## src/rtl/spread_clock_generator_cfg_pkg.sv

```systemverilog
`default_nettype none
package spread_clock_generator_cfg_pkg;
    // ****************************************
    // Register offsets
    // ****************************************
    localparam logic [7:0] CTRL_OFS   = 8'h00;  // Strap or register source
    localparam logic [7:0] EQ_OFS     = 8'h04;  // Equalizer setting
    localparam logic [7:0] SLEW_OFS   = 8'h08;  // Slew selects
    localparam logic [7:0] SPREAD_OFS = 8'h0C;  // Spread setting
    localparam logic [7:0] STATUS_OFS = 8'h10;  // Effective settings, read only
    // ****************************************
    // Field positions
    // ****************************************
    localparam int CTRL_EQ_SRC_BIT     = 0;     // 1: equalizer from register
    localparam int CTRL_SLEW_SRC_BIT   = 1;     // 1: slew from register
    localparam int CTRL_SPREAD_SRC_BIT = 2;     // 1: spread from register
    localparam int CTRL_TEST_OUT_BIT   = 3;     // 1: serial test output on
    localparam int EQ_GAIN_LSB         = 0;     // Gain code [2:0]
    localparam int EQ_ENABLE_BIT       = 3;     // Equalizer enable
    localparam int SLEW_CLK_BIT        = 0;     // Clock output slew
    localparam int SLEW_DATA_BIT       = 1;     // Data output slew
    localparam int SPREAD_CODE_LSB     = 0;     // Spread code [3:0]
    localparam int SPREAD_LF_BIT       = 4;     // Low frequency range
    localparam int STAT_SPREAD_ON_BIT  = 12;    // Status: spreading active
    localparam int STAT_DEV_LSB        = 13;    // Status: deviation step [1:0]
    localparam int STAT_RISING_BIT     = 15;    // Status: sweep rising
    localparam int STAT_DIV_LSB        = 16;    // Status: divisor [11:0]
    // ****************************************
    // Reset values
    // ****************************************
    localparam logic [3:0] CTRL_RST   = 4'h0;   // All from straps
    localparam logic [3:0] EQ_RST     = 4'h0;   // Equalizer off
    localparam logic [1:0] SLEW_RST   = 2'h0;   // Minimum slew
    localparam logic [4:0] SPREAD_RST = 5'h00;  // Spreading off
    // ****************************************
    // Gain and modulation tables
    // ****************************************
    localparam logic [6:0] GAIN_STEP_TENTHS_DB = 7'h0F;  // 1.5 dB per code
    localparam logic [3:0] SPREAD_OFF_CODE     = 4'h0;   // Disable code
    localparam logic [11:0] DIV_LF_LOW [4] = '{12'h878, 12'h514, 12'h364, 12'h28A};
    localparam logic [11:0] DIV_LF_HIGH[4] = '{12'h26C, 12'h172, 12'h102, 12'h0C0};
    // Deviation in tenths of a percent for each step
    localparam logic [4:0] DEV_TENTHS_PCT[4] = '{5'h05, 5'h0A, 5'h0F, 5'h14};
endpackage
`default_nettype wire

```

## src/rtl/spread_if.sv

```systemverilog
`default_nettype none
// Carries the spread setting to the sweep counter and its state back
interface spread_if;
    logic        enable;    // Spreading on
    logic [11:0] divisor;   // Modulation period in clocks
    logic [11:0] phase;     // Position within period
    logic        rising;    // Offset rising half
    logic [11:0] offset;    // Signed triangular offset
    // Configuration side
    modport cfg (output enable, output divisor, input phase, input rising, input offset);
    // Sweep counter side
    modport gen (input enable, input divisor, output phase, output rising, output offset);
endinterface
`default_nettype wire

```

## src/rtl/des_conditioning_spread_clock_generator_config.sv

```systemverilog
// Our own choices: the APB register port and the register addresses.
`default_nettype none
// What this block does
// RULE1: Equalizer setting from straps or register
// RULE2: Enabled gain is 1.5 dB per code step
// RULE3: Enable low means equalizer off, default off
// RULE4: Test output only when register enables it
// RULE5: Slew select high gives maximum slew
// RULE6: Slew select low gives minimum slew
// RULE7: Separate clock and data slew selects
// RULE8: Spreading modulates clock and data outputs
// RULE9: Deviation within 2 percent, rate 100 kHz
// RULE10: Spread code and range from straps or register
// RULE11: Range select low picks first divisor table
// RULE12: Low range divisors 2168, 1300, 868, 650
// RULE13: High range divisors 620, 370, 258, 192
// RULE14: Wrapping counter sweeps a triangular offset
module des_conditioning_spread_clock_generator_config
    import spread_clock_generator_cfg_pkg::*;
(
    input  wire logic        pclk,                          // Parallel clock
    input  wire logic        presetn,                       // Async reset, low
    input  wire logic        clk_en,                        // Freeze when low
    // APB slave
    input  wire logic        psel,                          // Select
    input  wire logic        penable,                       // Access phase
    input  wire logic        pwrite,                        // Write
    input  wire logic [7:0]  paddr,                         // Byte address
    input  wire logic [31:0] pwdata,                        // Write data
    output logic             pready,                        // Ready
    output logic [31:0]      prdata,                        // Read data
    output logic             pslverr,                       // Error
    // Straps
    input  wire logic [2:0]  strap_equalizer_gain_select,   // Gain code
    input  wire logic        strap_equalizer_enable_bit,    // Equalizer on
    input  wire logic        strap_clock_output_slew_select,// Clock slew
    input  wire logic        strap_data_output_slew_select, // Data slew
    input  wire logic [3:0]  strap_spread_config_field,     // Spread code
    input  wire logic        strap_low_frequency_range_select, // Range
    // Conditioning outputs
    output logic             equalizer_on,                  // Equalizer active
    output logic [2:0]       equalizer_gain_select,         // Effective gain code
    output logic [6:0]       equalizer_gain_tenths_db,      // Gain, 0.1 dB units
    output logic             serial_test_output_enable,     // Test pair on
    output logic             clock_output_slew_select,      // Clock slew, 1 = max
    output logic             data_output_slew_select,       // Data slew, 1 = max
    // Spread outputs
    output logic             spread_active,                 // Modulation on
    output logic [11:0]      spread_divisor,                // Period in clocks
    output logic [4:0]       spread_dev_tenths_pct,         // Peak deviation
    output logic             spread_rising,                 // Sweep rising
    output logic [11:0]      spread_offset                  // Signed offset
);
    // ****************************************
    // Register state
    // ****************************************
    logic [3:0]  ctrl_reg;          // Source selects and test enable
    logic [3:0]  eq_reg;            // Register equalizer setting
    logic [1:0]  slew_reg;          // Register slew selects
    logic [4:0]  spread_reg;        // Register spread setting
    logic [3:0]  strap_eq_reg;      // Captured equalizer straps
    logic [1:0]  strap_slew_reg;    // Captured slew straps
    logic [4:0]  strap_spread_reg;  // Captured spread straps
    logic        strap_taken_reg;   // Straps captured

    // ****************************************
    // Bus decode
    // ****************************************
    logic        setup_ok;          // Access phase seen
    logic        wr_en;             // Write takes effect
    logic        hit_ctrl;          // Address hits
    logic        hit_eq;
    logic        hit_slew;
    logic        hit_spread;
    logic        hit_status;
    logic        mapped;            // Any register hit
    logic        bad_access;        // Unmapped or read-only write

    assign hit_ctrl   = (paddr == CTRL_OFS);
    assign hit_eq     = (paddr == EQ_OFS);
    assign hit_slew   = (paddr == SLEW_OFS);
    assign hit_spread = (paddr == SPREAD_OFS);
    assign hit_status = (paddr == STATUS_OFS);
    assign mapped     = hit_ctrl | hit_eq | hit_slew | hit_spread | hit_status;
    assign bad_access = !mapped || (pwrite && hit_status);

    // Zero-wait slave, held off only while the clock enable is low
    assign setup_ok = psel && penable;
    assign pready   = clk_en;
    assign pslverr  = setup_ok && bad_access;
    assign wr_en    = setup_ok && pwrite && clk_en && !bad_access;

    // ****************************************
    // Effective settings
    // ****************************************
    logic [3:0]  eq_src;            // Selected equalizer setting
    logic [1:0]  slew_src;          // Selected slew setting
    logic [4:0]  spread_src;        // Selected spread setting
    logic [3:0]  spread_code;       // Spread code
    logic        lf_range;          // Low frequency range select
    logic [3:0]  code_less;         // Code minus one
    logic [1:0]  group_idx;         // Divisor group
    logic [1:0]  dev_idx;           // Deviation step

    // ****************************************
    // Strap capture
    // ****************************************
    // Straps are sampled once, on the first enabled edge after reset
    always_ff @(posedge pclk or negedge presetn) begin
        if (!presetn) begin
            strap_eq_reg     <= 4'h0;
            strap_slew_reg   <= 2'h0;
            strap_spread_reg <= 5'h00;
            strap_taken_reg  <= 1'b0;
        end else if (clk_en && !strap_taken_reg) begin
            strap_eq_reg     <= {strap_equalizer_enable_bit,
                                 strap_equalizer_gain_select};
            strap_slew_reg   <= {strap_data_output_slew_select,
                                 strap_clock_output_slew_select};
            strap_spread_reg <= {strap_low_frequency_range_select,
                                 strap_spread_config_field};
            strap_taken_reg  <= 1'b1;
        end
    end

    // ****************************************
    // Control register
    // ****************************************
    // Source selects and serial test output enable
    always_ff @(posedge pclk or negedge presetn) begin
        if (!presetn) begin
            ctrl_reg <= CTRL_RST;
        end else if (wr_en && hit_ctrl) begin
            ctrl_reg <= pwdata[3:0];
        end
    end

    // ****************************************
    // Equalizer register
    // ****************************************
    // Gain code and enable, reset to off
    always_ff @(posedge pclk or negedge presetn) begin
        if (!presetn) begin
            eq_reg <= EQ_RST;                                         // RULE3
        end else if (wr_en && hit_eq) begin
            eq_reg <= pwdata[EQ_ENABLE_BIT:EQ_GAIN_LSB];
        end
    end

    // ****************************************
    // Slew register
    // ****************************************
    // One bit for the clock pin, one for data and control outputs
    always_ff @(posedge pclk or negedge presetn) begin
        if (!presetn) begin
            slew_reg <= SLEW_RST;
        end else if (wr_en && hit_slew) begin
            slew_reg <= pwdata[SLEW_DATA_BIT:SLEW_CLK_BIT];           // RULE7
        end
    end

    // ****************************************
    // Spread register
    // ****************************************
    // Spread code and range select
    always_ff @(posedge pclk or negedge presetn) begin
        if (!presetn) begin
            spread_reg <= SPREAD_RST;
        end else if (wr_en && hit_spread) begin
            spread_reg <= pwdata[SPREAD_LF_BIT:SPREAD_CODE_LSB];      // RULE10
        end
    end

    // ****************************************
    // Source selection
    // ****************************************
    // Each group picks straps or register on its own
    always_comb begin
        if (ctrl_reg[CTRL_EQ_SRC_BIT]) begin
            eq_src = eq_reg;                                          // RULE1
        end else begin
            eq_src = strap_eq_reg;                                    // RULE1
        end
        if (ctrl_reg[CTRL_SLEW_SRC_BIT]) begin
            slew_src = slew_reg;                                      // RULE7
        end else begin
            slew_src = strap_slew_reg;                                // RULE7
        end
        if (ctrl_reg[CTRL_SPREAD_SRC_BIT]) begin
            spread_src = spread_reg;                                  // RULE10
        end else begin
            spread_src = strap_spread_reg;                            // RULE10
        end
    end

    // ****************************************
    // Spread decode
    // ****************************************
    assign spread_code = spread_src[3:0];
    assign lf_range    = spread_src[4];
    assign code_less   = spread_code - 4'h1;
    assign group_idx   = code_less[3:2];
    assign dev_idx     = code_less[1:0];

    // Sweep counter link
    spread_if sp ();

    // Divisor table chosen by range select
    always_comb begin
        sp.enable = (spread_code != SPREAD_OFF_CODE);                 // RULE12 RULE13
        if (!sp.enable) begin
            sp.divisor = 12'h000;
        end else if (!lf_range) begin
            sp.divisor = DIV_LF_LOW[group_idx];                       // RULE11 RULE12
        end else begin
            sp.divisor = DIV_LF_HIGH[group_idx];                      // RULE13
        end
    end

    // Triangular sweep at the chosen modulation rate
    triangle_sweep u_sweep (
        .pclk    (pclk),
        .presetn (presetn),
        .clk_en  (clk_en),
        .sp      (sp.gen)
    );

    // ****************************************
    // Output registers
    // ****************************************
    // Equalizer outputs; enable low forces off whatever the gain holds
    always_ff @(posedge pclk or negedge presetn) begin
        if (!presetn) begin
            equalizer_on             <= 1'b0;                         // RULE3
            equalizer_gain_select    <= 3'h0;
            equalizer_gain_tenths_db <= 7'h00;
        end else if (clk_en) begin
            equalizer_on          <= eq_src[EQ_ENABLE_BIT];           // RULE3
            equalizer_gain_select <= eq_src[2:0];
            if (eq_src[EQ_ENABLE_BIT]) begin
                equalizer_gain_tenths_db <= 7'(GAIN_STEP_TENTHS_DB
                                             * ({4'h0, eq_src[2:0]} + 7'h01)); // RULE2
            end else begin
                equalizer_gain_tenths_db <= 7'h00;                    // RULE3
            end
        end
    end

    // Serial test pair follows its register bit only
    always_ff @(posedge pclk or negedge presetn) begin
        if (!presetn) begin
            serial_test_output_enable <= 1'b0;
        end else if (clk_en) begin
            serial_test_output_enable <= ctrl_reg[CTRL_TEST_OUT_BIT]; // RULE4
        end
    end

    // Slew outputs, high is maximum and low is minimum
    always_ff @(posedge pclk or negedge presetn) begin
        if (!presetn) begin
            clock_output_slew_select <= 1'b0;                         // RULE6
            data_output_slew_select  <= 1'b0;                         // RULE6
        end else if (clk_en) begin
            clock_output_slew_select <= slew_src[SLEW_CLK_BIT];       // RULE5 RULE6 RULE7
            data_output_slew_select  <= slew_src[SLEW_DATA_BIT];      // RULE5 RULE6 RULE7
        end
    end

    // Spread outputs drive both the clock and data output paths
    always_ff @(posedge pclk or negedge presetn) begin
        if (!presetn) begin
            spread_active         <= 1'b0;
            spread_divisor        <= 12'h000;
            spread_dev_tenths_pct <= 5'h00;
            spread_rising         <= 1'b0;
            spread_offset         <= 12'h000;
        end else if (clk_en) begin
            spread_active  <= sp.enable;                              // RULE8
            spread_divisor <= sp.divisor;
            spread_rising  <= sp.rising;
            spread_offset  <= sp.offset;                              // RULE8 RULE14
            if (sp.enable) begin
                // Table tops out at 2.0 percent, rates stay under 100 kHz
                spread_dev_tenths_pct <= DEV_TENTHS_PCT[dev_idx];     // RULE9 RULE12
            end else begin
                spread_dev_tenths_pct <= 5'h00;
            end
        end
    end

    // ****************************************
    // Read data
    // ****************************************
    // Registered read, unmapped addresses read zero
    always_ff @(posedge pclk or negedge presetn) begin
        if (!presetn) begin
            prdata <= 32'h0000_0000;
        end else if (clk_en && psel && !penable && !pwrite) begin
            prdata <= 32'h0000_0000;
            if (hit_ctrl) begin
                prdata[3:0] <= ctrl_reg;
            end
            if (hit_eq) begin
                prdata[3:0] <= eq_reg;
            end
            if (hit_slew) begin
                prdata[1:0] <= slew_reg;
            end
            if (hit_spread) begin
                prdata[4:0] <= spread_reg;
            end
            if (hit_status) begin
                // Effective settings now in force
                prdata[3:0]                          <= eq_src;
                prdata[5:4]                          <= slew_src;
                prdata[10:6]                         <= spread_src;
                prdata[11]                           <= strap_taken_reg;
                prdata[STAT_SPREAD_ON_BIT]           <= sp.enable;
                prdata[STAT_DEV_LSB +: 2]            <= dev_idx;
                prdata[STAT_RISING_BIT]              <= sp.rising;
                prdata[STAT_DIV_LSB +: 12]           <= sp.divisor;
            end
        end
    end
endmodule
`default_nettype wire

```

## src/rtl/triangle_sweep.sv

```systemverilog
`default_nettype none
module triangle_sweep
    import spread_clock_generator_cfg_pkg::*;
(
    input  wire logic pclk,      // Parallel output clock
    input  wire logic presetn,   // Async reset, low
    input  wire logic clk_en,    // Freeze when low
    spread_if.gen     sp         // Setting in, sweep out
);
    // ****************************************
    // Period counter
    // ****************************************
    logic [11:0] phase_reg;      // Position in the period
    logic [11:0] half;           // Half period
    logic [11:0] quarter;        // Quarter period
    logic [11:0] pos;            // Triangle height
    logic [11:0] div_seen_reg;   // Divisor of the running period

    assign half    = {1'b0, sp.divisor[11:1]};
    assign quarter = {2'b00, sp.divisor[11:2]};

    // Wrap at the selected divisor, restart when spreading is off or the divisor changes
    always_ff @(posedge pclk or negedge presetn) begin
        if (!presetn) begin
            phase_reg    <= 12'h000;
            div_seen_reg <= 12'h000;
        end else if (clk_en) begin
            div_seen_reg <= sp.divisor;
            if (!sp.enable || sp.divisor != div_seen_reg) begin
                phase_reg <= 12'h000;                                 // RULE14
            end else if (phase_reg >= sp.divisor - 12'h001) begin
                phase_reg <= 12'h000;                                 // RULE14
            end else begin
                phase_reg <= phase_reg + 12'h001;
            end
        end
    end

    // ****************************************
    // Triangular offset
    // ****************************************
    // Up over the first half, down over the second, centred on zero
    always_comb begin
        if (phase_reg < half) begin
            pos = phase_reg;                                          // RULE14
        end else begin
            pos = sp.divisor - phase_reg;                             // RULE14
        end
    end

    assign sp.phase  = phase_reg;
    assign sp.rising = sp.enable && (phase_reg < half);
    assign sp.offset = sp.enable ? (pos - quarter) : 12'h000;
endmodule
`default_nettype wire

```

## config.mk

```make
export PLATFORM = sky130hd
export DESIGN_NAME = des_conditioning_spread_clock_generator_config
export DESIGN_NICKNAME = d
export VERILOG_FILES = /design/src/rtl/spread_clock_generator_cfg_pkg.sv /design/src/rtl/spread_if.sv /design/src/rtl/des_conditioning_spread_clock_generator_config.sv /design/src/rtl/triangle_sweep.sv
export SDC_FILE = /design/constraint.sdc
export NUM_CORES = 1
export LEC_CHECK = 0
export BUFFER_PORTS_ARGS = -buffer_cell sky130_fd_sc_hd__buf_4
export CAP_MARGIN = 20
export CORE_MARGIN = 2
export CORE_UTILIZATION = 40
export DETAILED_ROUTE_END_ITERATION = 12
export MAX_ROUTING_LAYER = met4
export PLACE_DENSITY_LB_ADDON = 0.08
export REMOVE_ABC_BUFFERS = 1
export SYNTH_ARGS = -nofsm -noshare
export SYNTH_HDL_FRONTEND = slang
export SYNTH_HIERARCHICAL = 1
export SYNTH_SLANG_ARGS = --single-unit
```

## constraint.sdc

```tcl
create_clock -name pclk -period 7.4 [get_ports pclk]
set_input_delay 1.11 -clock pclk [delete_from_list [all_inputs] [get_ports pclk]]
set_output_delay 1.11 -clock pclk [all_outputs]
set_load 0.02 [all_outputs]
```

Word-level counts from Yosys, hierarchy flattened
Cells that the tools add are included.
Widths: inputs -> output; s select.
Word-level totals
  output and inout port bits: 79
  flip-flop bits (word level): 112
Cells by class
  eq/ne operators: 5
  bitwise logic cells: 6
  muxes and demuxes: 25
  order comparisons: 4
  multipliers: 1
  reduce and logical (&&, ||, !) cells: 25
  add/subtract/negate cells: 6
Operators with widths (count)
  $mux 12: 10
  $bmux 12 s2: 2
  $mux 28: 1
  $mux 5: 5
  $eq 8x4->1 const B: 2
  $logic_and 1x1->1: 15
  $add 12x1->12 const B: 1
  $ge 12x12->1: 1
  $lt 12x11->1: 1
  $mux 4: 3
  $ne 12x12->1: 1
  $sub 12x1->12 const B: 1
  $sub 12x10->12: 1
  $sub 12x12->12: 1
  $bmux 5 s2: 1
  $eq 8x3->1 const B: 1
  $eq 8x5->1 const B: 1
  $logic_not 8->1: 1
  $mul 4x4->7 const A: 1
  $mux 7: 1
  $ge 3x3->1 const B: 2
  $logic_not 1->1: 6
  $not 2->3: 2
  $add 3x1->4 const B: 1
  other kinds (5): 10

Logic depth before layout (Yosys ltp)
Gate-level depths: netlist of run 1.
  depth after elaboration: 12
  gate-level depth with buffers: 30

Cells and area by module
Netlist of run 1, hierarchy kept.
By module, submodules not included
  des_conditioning_spread_clock_generator_config: times used 1, area each 4489.3 µm², cells an instance 377
  triangle_sweep: times used 1, area each 3085.5 µm², cells an instance 379

Worst setup path before layout of run 1
OpenSTA, ideal clock, no wires.
  path type: reg-to-reg
  start: reg ctrl_reg[2]
  end: reg spread_offset[11]
  setup time: 125 ps
  cell stages (with the launch flop): 28
  slack: 1648 ps
  data required time: 7275 ps
  buffers on the path: 2
  arrival time: 5627 ps
  cells stage by stage: dfrtp_1 > buf_6 > mux2i_1 > ha_1 > xnor2_1 > inv_1 > ha_1 > a21oi_1 > nor2b_1 > inv_1 > ha_1 > a21o_1 > a21oi_1 > o211a_1 > a22oi_2 > clkbuf_1 > nor2_1 > a21o_1 > ha_1 > nor2b_1 > o2111ai_1 > nand3_1 > o41ai_2 > o21ai_0 > a211oi_1 > xor2_1 > nor2_1 > mux2_2
On the way
  word-level cells in the longest chain between the ends: 12
  elaborated cells on any way between the ends: 17
  those cells by class: add/sub: 3; order compare: 1; mux: 11; bitwise: 1; reduce/logical: 1
Ends and longest elaborated chain
  from (decl): RTL line des_conditioning_spread_clock_generator_config.sv:57  | logic [3:0] ctrl_reg;
  from (signal assigned): RTL line des_conditioning_spread_clock_generator_config.sv:134  | ctrl_reg <= pwdata[3:0];
  $mux 5 (*): RTL line des_conditioning_spread_clock_generator_config.sv:189  | if (ctrl_reg[CTRL_SPREAD_SRC_BIT]) begin
  $sub 4x1->4: RTL line des_conditioning_spread_clock_generator_config.sv:201  | assign code_less = spread_code - 4'h1;
  $not 2->3 (implied by the code): RTL line des_conditioning_spread_clock_generator_config.sv:214, des_conditioning_spread_clock_generator_config.sv:216
  $bmux 12 s2, on equally long branches: RTL line des_conditioning_spread_clock_generator_config.sv:214, des_conditioning_spread_clock_generator_config.sv:216
  $mux 12, on equally long branches (2 in a row): RTL line des_conditioning_spread_clock_generator_config.sv:214, des_conditioning_spread_clock_generator_config.sv:216
  $mux 12: RTL line des_conditioning_spread_clock_generator_config.sv:213  | end else if (!lf_range) begin
  $mux 12 (*): RTL line des_conditioning_spread_clock_generator_config.sv:211  | if (!sp.enable) begin
  via sp.divisor[6]: RTL line spread_if.sv:5  | logic [11:0] divisor;
  $sub 12x12->12 or $lt 12x11->1 (tied branches): RTL line triangle_sweep.sv:47, triangle_sweep.sv:44
  $mux 12: RTL line triangle_sweep.sv:44  | if (phase_reg < half) begin
  $sub 12x10->12 (*): RTL line triangle_sweep.sv:53  | assign sp.offset = sp.enable ? (pos - quarter) : 12'h000;
  $mux 12 (*): RTL line triangle_sweep.sv:53
  via sp.offset[11]: RTL line spread_if.sv:8  | logic [11:0] offset;
  to (signal assigned): RTL line des_conditioning_spread_clock_generator_config.sv:281  | spread_offset <= sp.offset;
  to (decl): RTL line des_conditioning_spread_clock_generator_config.sv:52  | output logic [11:0] spread_offset
Mark *: on every way through the listed nets, which the timed path passes. The rest lies on a longest branch. The select of a mux whose other input is x is not followed.
A chain may end at the register's enable or synchronous reset.

Worst setup path after layout of run 1
Ends and elaborated chain as after synthesis.

==> impl_metrics.yaml, run 1 <==
timing:
  clock_skew_ns: 0.0117
  final-hold-violation-count: 0
  whs_ns: 0.482
  tns_ns: 0
  worstMarginPinSlew_ns: 1.10
  rsz0062_at_grt: "false"
  min_period_ns: 6.70
  slew_headroom_pct: 26.3
  timing.fmax_mhz: 149
  finalSetupViolCount: 0
  drv_slew: 0
  min_period_over_period_pct: 90.5
critical_path:
  path_cells: "mux2i_1, ha_1, xnor2_1, ha_1, nor2_1, a211oi_2, inv_1, ha_1, nor2_1, nor3_1, o31ai_1, a22oi_2, nor2_1, a21o_1, ha_1, nor2b_1, o2111ai_1, nand3_1, o41ai_2, o21ai_0, a211oi_1, xor2_1, nor2_1, mux2_2"
  r2r_start: "ctrl_reg[2]"
  start_kind: "flop"
  crit_fanout: 16
  end_kind: "flop"
  worstReg2RegEnd: "spread_offset[11]"
  crit_path_max_incr_delay_ns: 0.71
  ff2ff_setup_slack_ns: 0.70
  r2r_cells: 24
  crit_arrival_ns: 7.00
  critical_path.slowest_cell: "dfrtp_1"
  worstSetupPathType: "flop to flop"
  required_ns: 7.70
final_layout:
  final_common_cell: "dfrtp_1"
  fill_cells: 1759
  layout.cells.non_filler: 1110
  antenna_cells: 0
  syn_to_final_growth_pct: 21.1
  largest_register_ffs: 27
  fin_nets: 977
  final_layout_size_suffix_gt1_share_pct: 26.8
  fin_util_pct: 49.2
  max_flop_register: "prdata"
  mostFrequentLayoutCells: "dfrtp_1 (121), buf_4 (116), nor2_1 (64)"
logic_synthesis:
  ys_warn_count: 6
  yosysUniqueCellTypes: 70
  yosysSeqAreaShare_pct: 40.0
  synth-simple-area-share_pct: 13.6
  synth_area_leaders: "dfrtp_1 (40%), ha_1 (9.1%), mux2_2 (8.9%)"
  synth-compound-area-share_pct: 14.5
  synthAdderAreaFrac_pct: 9.61
  synth.largest_area_cell: "dfrtp_1"
  synth.avg_cell_area_um2: 10.0
  syn_inst: 756
  ys_ff_latch: 121
  synth_xor_area_share_pct: 5.42
  synth_top_family_by_area: "compound AO/OA/AOI/OAI gates"
  synth-edff-count: 0
  synthesis.area_mm2: 0.00757
  yosysTopAreaCellShare_pct: 40.0
  ys_async_sr_fraction_pct: 100
  muxShareOfSynthArea_pct: 12.1
  ys.flop_type: "dfrtp_1"
floorplanning:
  die_w_um: 142
  die-area_mm2: 0.0201
  row_count: 50
  initial_utilization_pct: 40.6
  io_pins: 136
  core_mm2: 0.0186
  die_h_um: 142
clock_network:
  postCtsSetupBuffers: 0
  cts_resized: 0
  holdBufCountCts: 0
  numCtsBuffers: 17
  clk_latency_ns: 0.42
  clockRootBuffer: "clkbuf_16"
  cts_tree: "done"
  clock-sinks: 121
  clkTransAtPathRegs_ns: 0.05
  cts_htree_levels: 4
  clockBufferDepth: 2
power:
  leakage_nw: 4.24
  ir_drop_v: 0.000184
  fin_total_pwr_w: 0.00300
  p_per_area_mw_per_mm2: 327
drt:
  wl_per_cell_um: 18.3
  drtAntennaViolNets: 0
  vias: 6046
  drc: 0
  wl_met1_mm: 8.84
  dr_wl_met2_mm: 10.2
  dr_wl_met3_um: 887
  drt_iter0_drc: 245
  vias_per_cell: 5.45
  drt-total-wl_mm: 20.3
  highest_layer: "met4"
  first_pass_iters: 5
worst_hold_path:
  min_to: "spread_active"
  hold_depth: 1
  hold_path_class: "flop to flop"
  hp-start: "spread_active"
global_route:
  first_global_vias: 6331
  grt_max_degree: 70
  antenna_found_initial: 0
  grt_use_total_pct: 21.8
  grt-ovfl-total: 0
  grt_pass1_wl_mm: 32.9
run:
  drv_cap: 0
status:
  status: "complete, no violations"
placed_design:
  place.gp.congestion: 0.864
  numPortBuffers: 102
  dp_hpwl_mm: 14.9
  dp_cells: 1076
## through the flow
step / instance area, µm² / setup WS [ns]
2_1_floorplan: 7420 / 1.43
3_3_place_gp: 8570 / 0.819
3_5_place_dp: 8570 / 0.733
4_1_cts: 9160 / 0.714
5_1_grt: 9170 / 0.0750
6_report: 9170 / 0.701
## how the worst max path moves through the flow
stage                   endpoint  depth (start not counted)  slack [ns]        start
5_1_grt        spread_offset[11]                         24        0.07  ctrl_reg[2]
2_1_floorplan  spread_offset[11]                         25        1.43  ctrl_reg[2]
6_report       spread_offset[11]                         24        0.70  ctrl_reg[2]
3_3_place_gp   spread_offset[11]                         24        0.82  ctrl_reg[2]
4_1_cts        spread_offset[11]                         24        0.71  ctrl_reg[2]
3_5_place_dp   spread_offset[11]                         24        0.73  ctrl_reg[2]
## routing by layer
metal  vias to the layer above  GRT usage (%)
li1                       2894              -
met1                      2983           26.2
met2                       149           36.2
met3                        20           5.26
met4                         0           6.95
met5                         -              -
## cell type report
class / instances / area [µm²] / area share, %
multi-input cells: 564 / 4230 / 46.1
clock buffers: 20 / 457 / 4.98
clock inverters: 12 / 136 / 1.49
flip-flops and latches: 121 / 3030 / 33.0
repair buffers: 116 / 871 / 9.49
well taps: 234 / 293 / 3.19
inverters: 43 / 161 / 1.76
## where the power goes
group / switching [W] / internal (W)
clock: 0.000333 / 0.000518
sequential: 0.0000649 / 0.000765
combinational: 0.000737 / 0.000583
## kinds of logic after synthesis
family / Yosys count
compound gates: 159
mux: 79
buf+inv: 81
simple gates: 212
fa+ha+maj: 57
flops: 121
other cells: 1
xor+xnor: 46
## Yosys cell counts, types with 5 or more instances
library cell,number
dfrtp_1,121
nor2_1,64
mux2_2,60
ha_1,55
nand2_1,52
inv_1,41
o21ai_0,41
xnor2_1,39
nor3_1,27
a21oi_1,25
clkbuf_1,19
mux2i_1,14
and2_1,10
nand3_1,10
a21o_1,8
a22o_1,8
a31oi_1,8
buf_4,8
nor4_1,8
o211ai_1,8
nand4_1,7
nor2b_1,7
buf_2,6
o21a_1,6
o21ai_2,6
xor2_1,6
a211oi_1,5
a22oi_1,5
o21ai_1,5
o2bb2ai_1,5
## critical path: cells and delay by family, from the launching register on
family                     cells  cell delay (ns)
AOI/OAI and AO/OA              8             2.49
buffers and inverters          1             0.25
xor gates and xnor gates       2             0.38
adders and majority gates      4             1.26
muxes                          2             0.81
DFF                            1             0.71
and+or+nand+nor                7             0.67
Note: power is estimated with default switching activity, not from simulation.
==> run 2: changes to the inputs <==
- SYNTH_HIERARCHICAL: 1 -> unset
==> run 2 against run 1 <==
Effect of this change: design area shrank 10%; largest cell class unchanged; power shrank 27%; register-to-register slack gained 0.38 ns; area after synthesis shrank 7.9%; largest power group unchanged; highest routed layer unchanged; worst setup slack gained 0.38 ns.
==> impl_metrics.yaml, run 2 <==
drt:
  drt-total-wl_mm: 19.1
  wl_met1_mm: 8.95
  vias_per_cell: 5.43
  vias: 5713
  first_pass_iters: 5
  dr_wl_met2_mm: 9.06
  dr_wl_met3_um: 804
  drt_iter0_drc: 275
  drc: 0
  highest_layer: "met4"
  drtAntennaViolNets: 0
  wl_per_cell_um: 18.1
timing:
  drv_slew: 0
  rsz0062_at_grt: "false"
  tns_ns: 0
  clock_skew_ns: 0.0147
  final-hold-violation-count: 0
  finalSetupViolCount: 0
  worstMarginPinSlew_ns: 1.02
  min_period_over_period_pct: 85.4
  min_period_ns: 6.32
  whs_ns: 0.480
  timing.fmax_mhz: 158
  slew_headroom_pct: 31.9
global_route:
  antenna_found_initial: 0
  grt-ovfl-total: 0
  first_global_vias: 5554
  grt_pass1_wl_mm: 30.6
  grt_max_degree: 65
  grt_use_total_pct: 22.2
clock_network:
  clockRootBuffer: "clkbuf_16"
  cts_htree_levels: 3
  clock-sinks: 109
  cts_resized: 0
  clockBufferDepth: 2
  clkTransAtPathRegs_ns: 0.08
  postCtsSetupBuffers: 0
  holdBufCountCts: 0
  clk_latency_ns: 0.36
  numCtsBuffers: 9
  cts_tree: "done"
logic_synthesis:
  synth.largest_area_cell: "dfrtp_1"
  ys.flop_type: "dfrtp_1"
  yosysUniqueCellTypes: 68
  ys_ff_latch: 109
  synth_most_common_cell: "dfrtp_1"
  yosysTopAreaCellShare_pct: 39.1
  synthTopCellsByCount: "dfrtp_1 (109), nand2_1 (67), nor2_1 (55)"
  synthesis.area_mm2: 0.00698
  yosysSeqAreaShare_pct: 39.1
  synth_area_leaders: "dfrtp_1 (39%), ha_1 (9.3%), mux2_2 (6.5%)"
  synth.avg_cell_area_um2: 9.57
  ys_warn_count: 0
  syn_inst: 729
  ys_async_sr_fraction_pct: 100
  synth-edff-count: 0
final_layout:
  final_layout_size_suffix_gt1_share_pct: 23.1
  syn_to_final_growth_pct: 18.2
  fin_nets: 935
  antenna_cells: 0
  largest_register_ffs: 27
  fill_cells: 1692
  mostFrequentLayoutCells: "buf_4 (113), dfrtp_1 (109), nand2_1 (67)"
  final_common_cell: "buf_4"
critical_path:
  start_kind: "flop"
  required_ns: 7.63
  worstSetupPathType: "flop to flop"
  crit_arrival_ns: 6.55
  crit_fanout: 15
  end_kind: "flop"
floorplanning:
  core_mm2: 0.0172
  die_w_um: 136
  io_pins: 136
  die_h_um: 136
  initial_utilization_pct: 40.6
  row_count: 48
  die-area_mm2: 0.0185
worst_hold_path:
  hold_path_class: "flop to flop"
run:
  drv_cap: 0
placed_design:
  place.gp.congestion: 0.879
  numPortBuffers: 102
  dp_hpwl_mm: 14.5
power:
  leakage_nw: 3.84
  fin_total_pwr_w: 0.00218
  ir_drop_v: 0.000157
  p_per_area_mw_per_mm2: 265
status:
  status: "complete, no violations"
run 2: cell types whose count changed in the layout (fill, tap and decap cells not counted), sizes merged, moves of 11 or more:
cell / delta
clkbuf: -11
dfrtp: -12
mux2: -20
nand2: +16
nand3: +13
nor3: -12
run 2: path summary, 6_finish.rpt:
kind,startpoint,endpoint,slack (ns),depth (start not counted)
hold reg to reg,prdata[12],prdata[12],0.48,2
setup / recovery,ctrl_reg[2],spread_offset[11],1.08,23
setup reg to reg,ctrl_reg[2],spread_offset[11],1.08,23
max in group asynchronous,presetn,prdata[4],5.34,2
min in group asynchronous,presetn,equalizer_gain_tenths_db[1],0.75,1
hold / removal,prdata[12],prdata[12],0.48,2
run 2: worst max-delay path: stages (launching register included):
cell and delay (ns):
dfrtp_1 0.68, mux2i_4 0.47, o21ai_0 0.32, xnor2_1 0.48, ha_1 0.36, nor2_1 0.07, mux2_2 0.29, nand2b_2 0.27
ha_1 0.34, a21oi_1 0.07, o21a_1 0.20, a31oi_1 0.17, o21a_1 0.45, nand2_1 0.12, o21a_1 0.15, ha_1 0.28
nor2b_1 0.14, o2111ai_1 0.21, and4_1 0.28, nor3_1 0.07, a2111oi_0 0.37, nand3_1 0.15, xnor2_1 0.18, o2bb2ai_1 0.08
run 2: cell type report:
type	count	area (µm²)	area share, %
clock buffer	9	225	2.73
multi-input combinational	542	3910	47.4
timing repair buffer	113	848	10.3
sequential	109	2730	33.1
tap	225	282	3.42
clock inverter	7	71.3	0.865
inverter	48	180	2.19
run 2: through the flow:
stage | std cells | worst slack, ns | utilization (%) | area, µm²
finish | 1053 | 1.08 | 48.0 | 8240
CTS | 1053 | 1.02 | 48.0 | 8240
global placement | 1037 | 1.04 | 46.3 | 7950
floorplan | 699 | 1.92 | - | 6820
detailed placement | 1037 | 1.04 | 46.3 | 7950
global route | 1053 | 0.405 | 48.0 | 8240
run 2: logic make-up after synthesis:
| group | share of synthesized area, % |
|---|---|
| muxes | 10.1 |
| xor gates and xnor gates | 4.65 |
| buffers and inverters | 5.15 |
| DFF | 39.1 |
| and+or+nand+nor | 15.2 |
| adders and majority gates | 10.2 |
| other | 0.0538 |
| AOI/OAI and AO/OA | 15.6 |
run 2: report_power, final:
group	total [W]	internal, W	switching (W)
clock	0.000484	0.000237	0.000247
sequential	0.000719	0.000664	0.0000549
combinational	0.000980	0.000414	0.000566
total	0.00218	0.00132	0.000868
run 2: metal layers:
metal / global-route usage (%) / vias to the layer above
met2: 34.8 / 122
met5: - / -
met4: 5.61 / 0
met3: 2.83 / 15
met1: 30.5 / 2804
li1: - / 2772
==> run 3: changes to the inputs <==
- PLACE_DENSITY_LB_ADDON: 0.08 -> unset
- clock period: 7.4 -> 7.25 ns (I/O delays scaled with it)
==> run 3 against run 2 <==
Effect of this change: fmax rose by 0.32%; clock-buffer cell count did not move; wire length fell by 1.3%; largest cell class unchanged.
==> impl_metrics.yaml, run 3 (same netlist as run 2, synthesis figures left out) <==
drt:
  drtAntennaViolNets: 0
  first_pass_iters: 5
  dr_wl_met3_um: 698
  drt_iter0_drc: 359
  vias_per_cell: 5.46
  vias: 5757
  wl_per_cell_um: 17.8
  highest_layer: "met4"
  dr_wl_met2_mm: 9.39
  wl_met1_mm: 8.38
  drt-total-wl_mm: 18.8
  drc: 0
final_layout:
  largest_register_ffs: 27
  fin_util_pct: 48.2
  layout.cells.non_filler: 1055
  antenna_cells: 0
  final_layout_size_suffix_gt1_share_pct: 23.3
  fill_cells: 1641
  multi_input_comb_area_mm2: 0.00391
  fin_nets: 937
  mostFrequentLayoutCells: "buf_4 (115), dfrtp_1 (109), nand2_1 (67)"
  syn_to_final_growth_pct: 18.6
  sequential_cell_area_mm2: 0.00273
  final_common_cell: "buf_4"
power:
  seqPwrFrac_pct: 32.5
  p_sw_w: 0.000881
  fin_total_pwr_w: 0.00226
  clockPowerShare_pct: 23.3
  combPwrFrac_pct: 44.2
  p_per_area_mw_per_mm2: 273
  p_int_w: 0.00138
  swShare_pct: 39.0
  leakage_nw: 3.86
  ir_drop_v: 0.000141
clock_network:
  clk_latency_ns: 0.37
  clkTransAtPathRegs_ns: 0.08
  holdBufCountCts: 0
  clockBufferDepth: 2
  cts_htree_levels: 3
  postCtsSetupBuffers: 0
  clock-sinks: 109
  cts_resized: 0
  clockRootBuffer: "clkbuf_16"
  numCtsBuffers: 9
  cts_tree: "done"
critical_path:
  required_ns: 7.53
  ff2ff_setup_slack_ns: 0.95
  worstReg2RegEnd: "spread_offset[11]"
  r2r_start: "ctrl_reg[2]"
  crit_arrival_ns: 6.59
  crit_fanout: 17
  end_kind: "flop"
  r2r_cells: 25
  worstSetupPathType: "flop to flop"
  start_kind: "flop"
global_route:
  first_global_vias: 5702
  grt_use_total_pct: 21.7
  grt-ovfl-total: 0
  antenna_found_initial: 0
  grt_max_degree: 63
  grt_pass1_wl_mm: 30.3
placed_design:
  dp_hpwl_mm: 14.4
  place.gp.congestion: 0.899
  dp_cells: 1039
  numPortBuffers: 102
  pre_cts_ws_ns: 0.974
timing:
  drv_slew: 0
  slew_headroom_pct: 39.2
  rsz0062_at_grt: "false"
  worst_slack_ns: 0.949
  min_period_over_period_pct: 86.9
  finalSetupViolCount: 0
  tns_ns: 0
  timing.fmax_mhz: 159
  clock_skew_ns: 0.0110
  final-hold-violation-count: 0
  min_period_ns: 6.30
  worstMarginPinSlew_ns: 0.909
floorplanning:
  die_w_um: 136
  die_h_um: 136
  initial_utilization_pct: 40.6
  io_pins: 136
  row_count: 48
  die-area_mm2: 0.0185
  core_mm2: 0.0172
run:
  drv_cap: 0
worst_hold_path:
  hp-start: "prdata[12]"
  hold_depth: 2
  min_to: "prdata[12]"
  hold_path_class: "flop to flop"
status:
  status: "complete, no violations"
==> run 3: cell count changes in the layout (fill, tap and decap cells not counted) <==
cell,previous run,this run
inv_8,0,1
bufinv_16,0,1
clkinvlp_4,1,0
inv_6,2,3
clkinv_4,1,0
buf_4,113,115
clkinv_8,2,1
==> run 3: final cells by class <==
class | count | share of cell area (%)
clock inverter | 7 | 1.07
inverter | 48 | 2.18
sequential | 109 | 33.0
clock buffer | 9 | 2.72
multi-input combinational | 542 | 47.2
timing repair buffer | 115 | 10.4
tap | 225 | 3.40
==> run 3: metal layers <==
| metal | vias to the layer above | GRT usage [%] |
|---|---|---|
| met5 | - | - |
| met4 | 0 | 7.58 |
| met3 | 28 | 3.24 |
| met2 | 130 | 35.8 |
| met1 | 2817 | 27.4 |
| li1 | 2782 | - |
==> run 3: per-stage QoR <==
stage | instance area (µm²) | hold WS (ns)
2_1_floorplan | 6820 | 0.463
4_1_cts | 8270 | 0.490
3_3_place_gp | 7960 | 0.467
5_1_grt | 8270 | 0.497
6_report | 8270 | 0.484
3_5_place_dp | 7960 | 0.470
==> run 3: how the worst max path moves through the flow <==
stage                         to   startpoint  cells after the start
2_1_floorplan  spread_offset[10]  ctrl_reg[2]                     24
3_3_place_gp   spread_offset[10]  ctrl_reg[2]                     26
3_5_place_dp   spread_offset[11]  ctrl_reg[2]                     24
4_1_cts        spread_offset[11]  ctrl_reg[2]                     24
5_1_grt        spread_offset[10]  ctrl_reg[2]                     25
6_report       spread_offset[11]  ctrl_reg[2]                     25
==> run 3: power groups by stage <==
stage	registers [W]	clock network, W	logic [W]
after floorplan	0.000813	0	0.000585
after detailed placement	0.000745	0	0.000994
after CTS	0.000734	0.000538	0.000999
after global routing	0.000744	0.000561	0.00110
after global placement	0.000743	0	0.000965
final	0.000733	0.000526	0.000998
==> run 3: worst max-delay path, stage by stage (launching register included) <==
cell and delay (ns):
dfrtp_1 0.65, mux2i_1 0.52, ha_1 0.47, xnor2_1 0.25
inv_1 0.11, ha_1 0.27, nor2_1 0.26, a221oi_2 0.05
buf_4 0.20, inv_1 0.13, ha_1 0.24, and3_1 0.16
a2111oi_0 0.53, a31oi_1 0.10, o21a_1 0.21, buf_4 0.23
nand2_1 0.08, o21ai_0 0.08, ha_1 0.31, or2_2 0.30
o31ai_1 0.12, nor3_1 0.09, a2111oi_0 0.42, nand3_1 0.15
xnor2_1 0.15, o2bb2ai_1 0.14
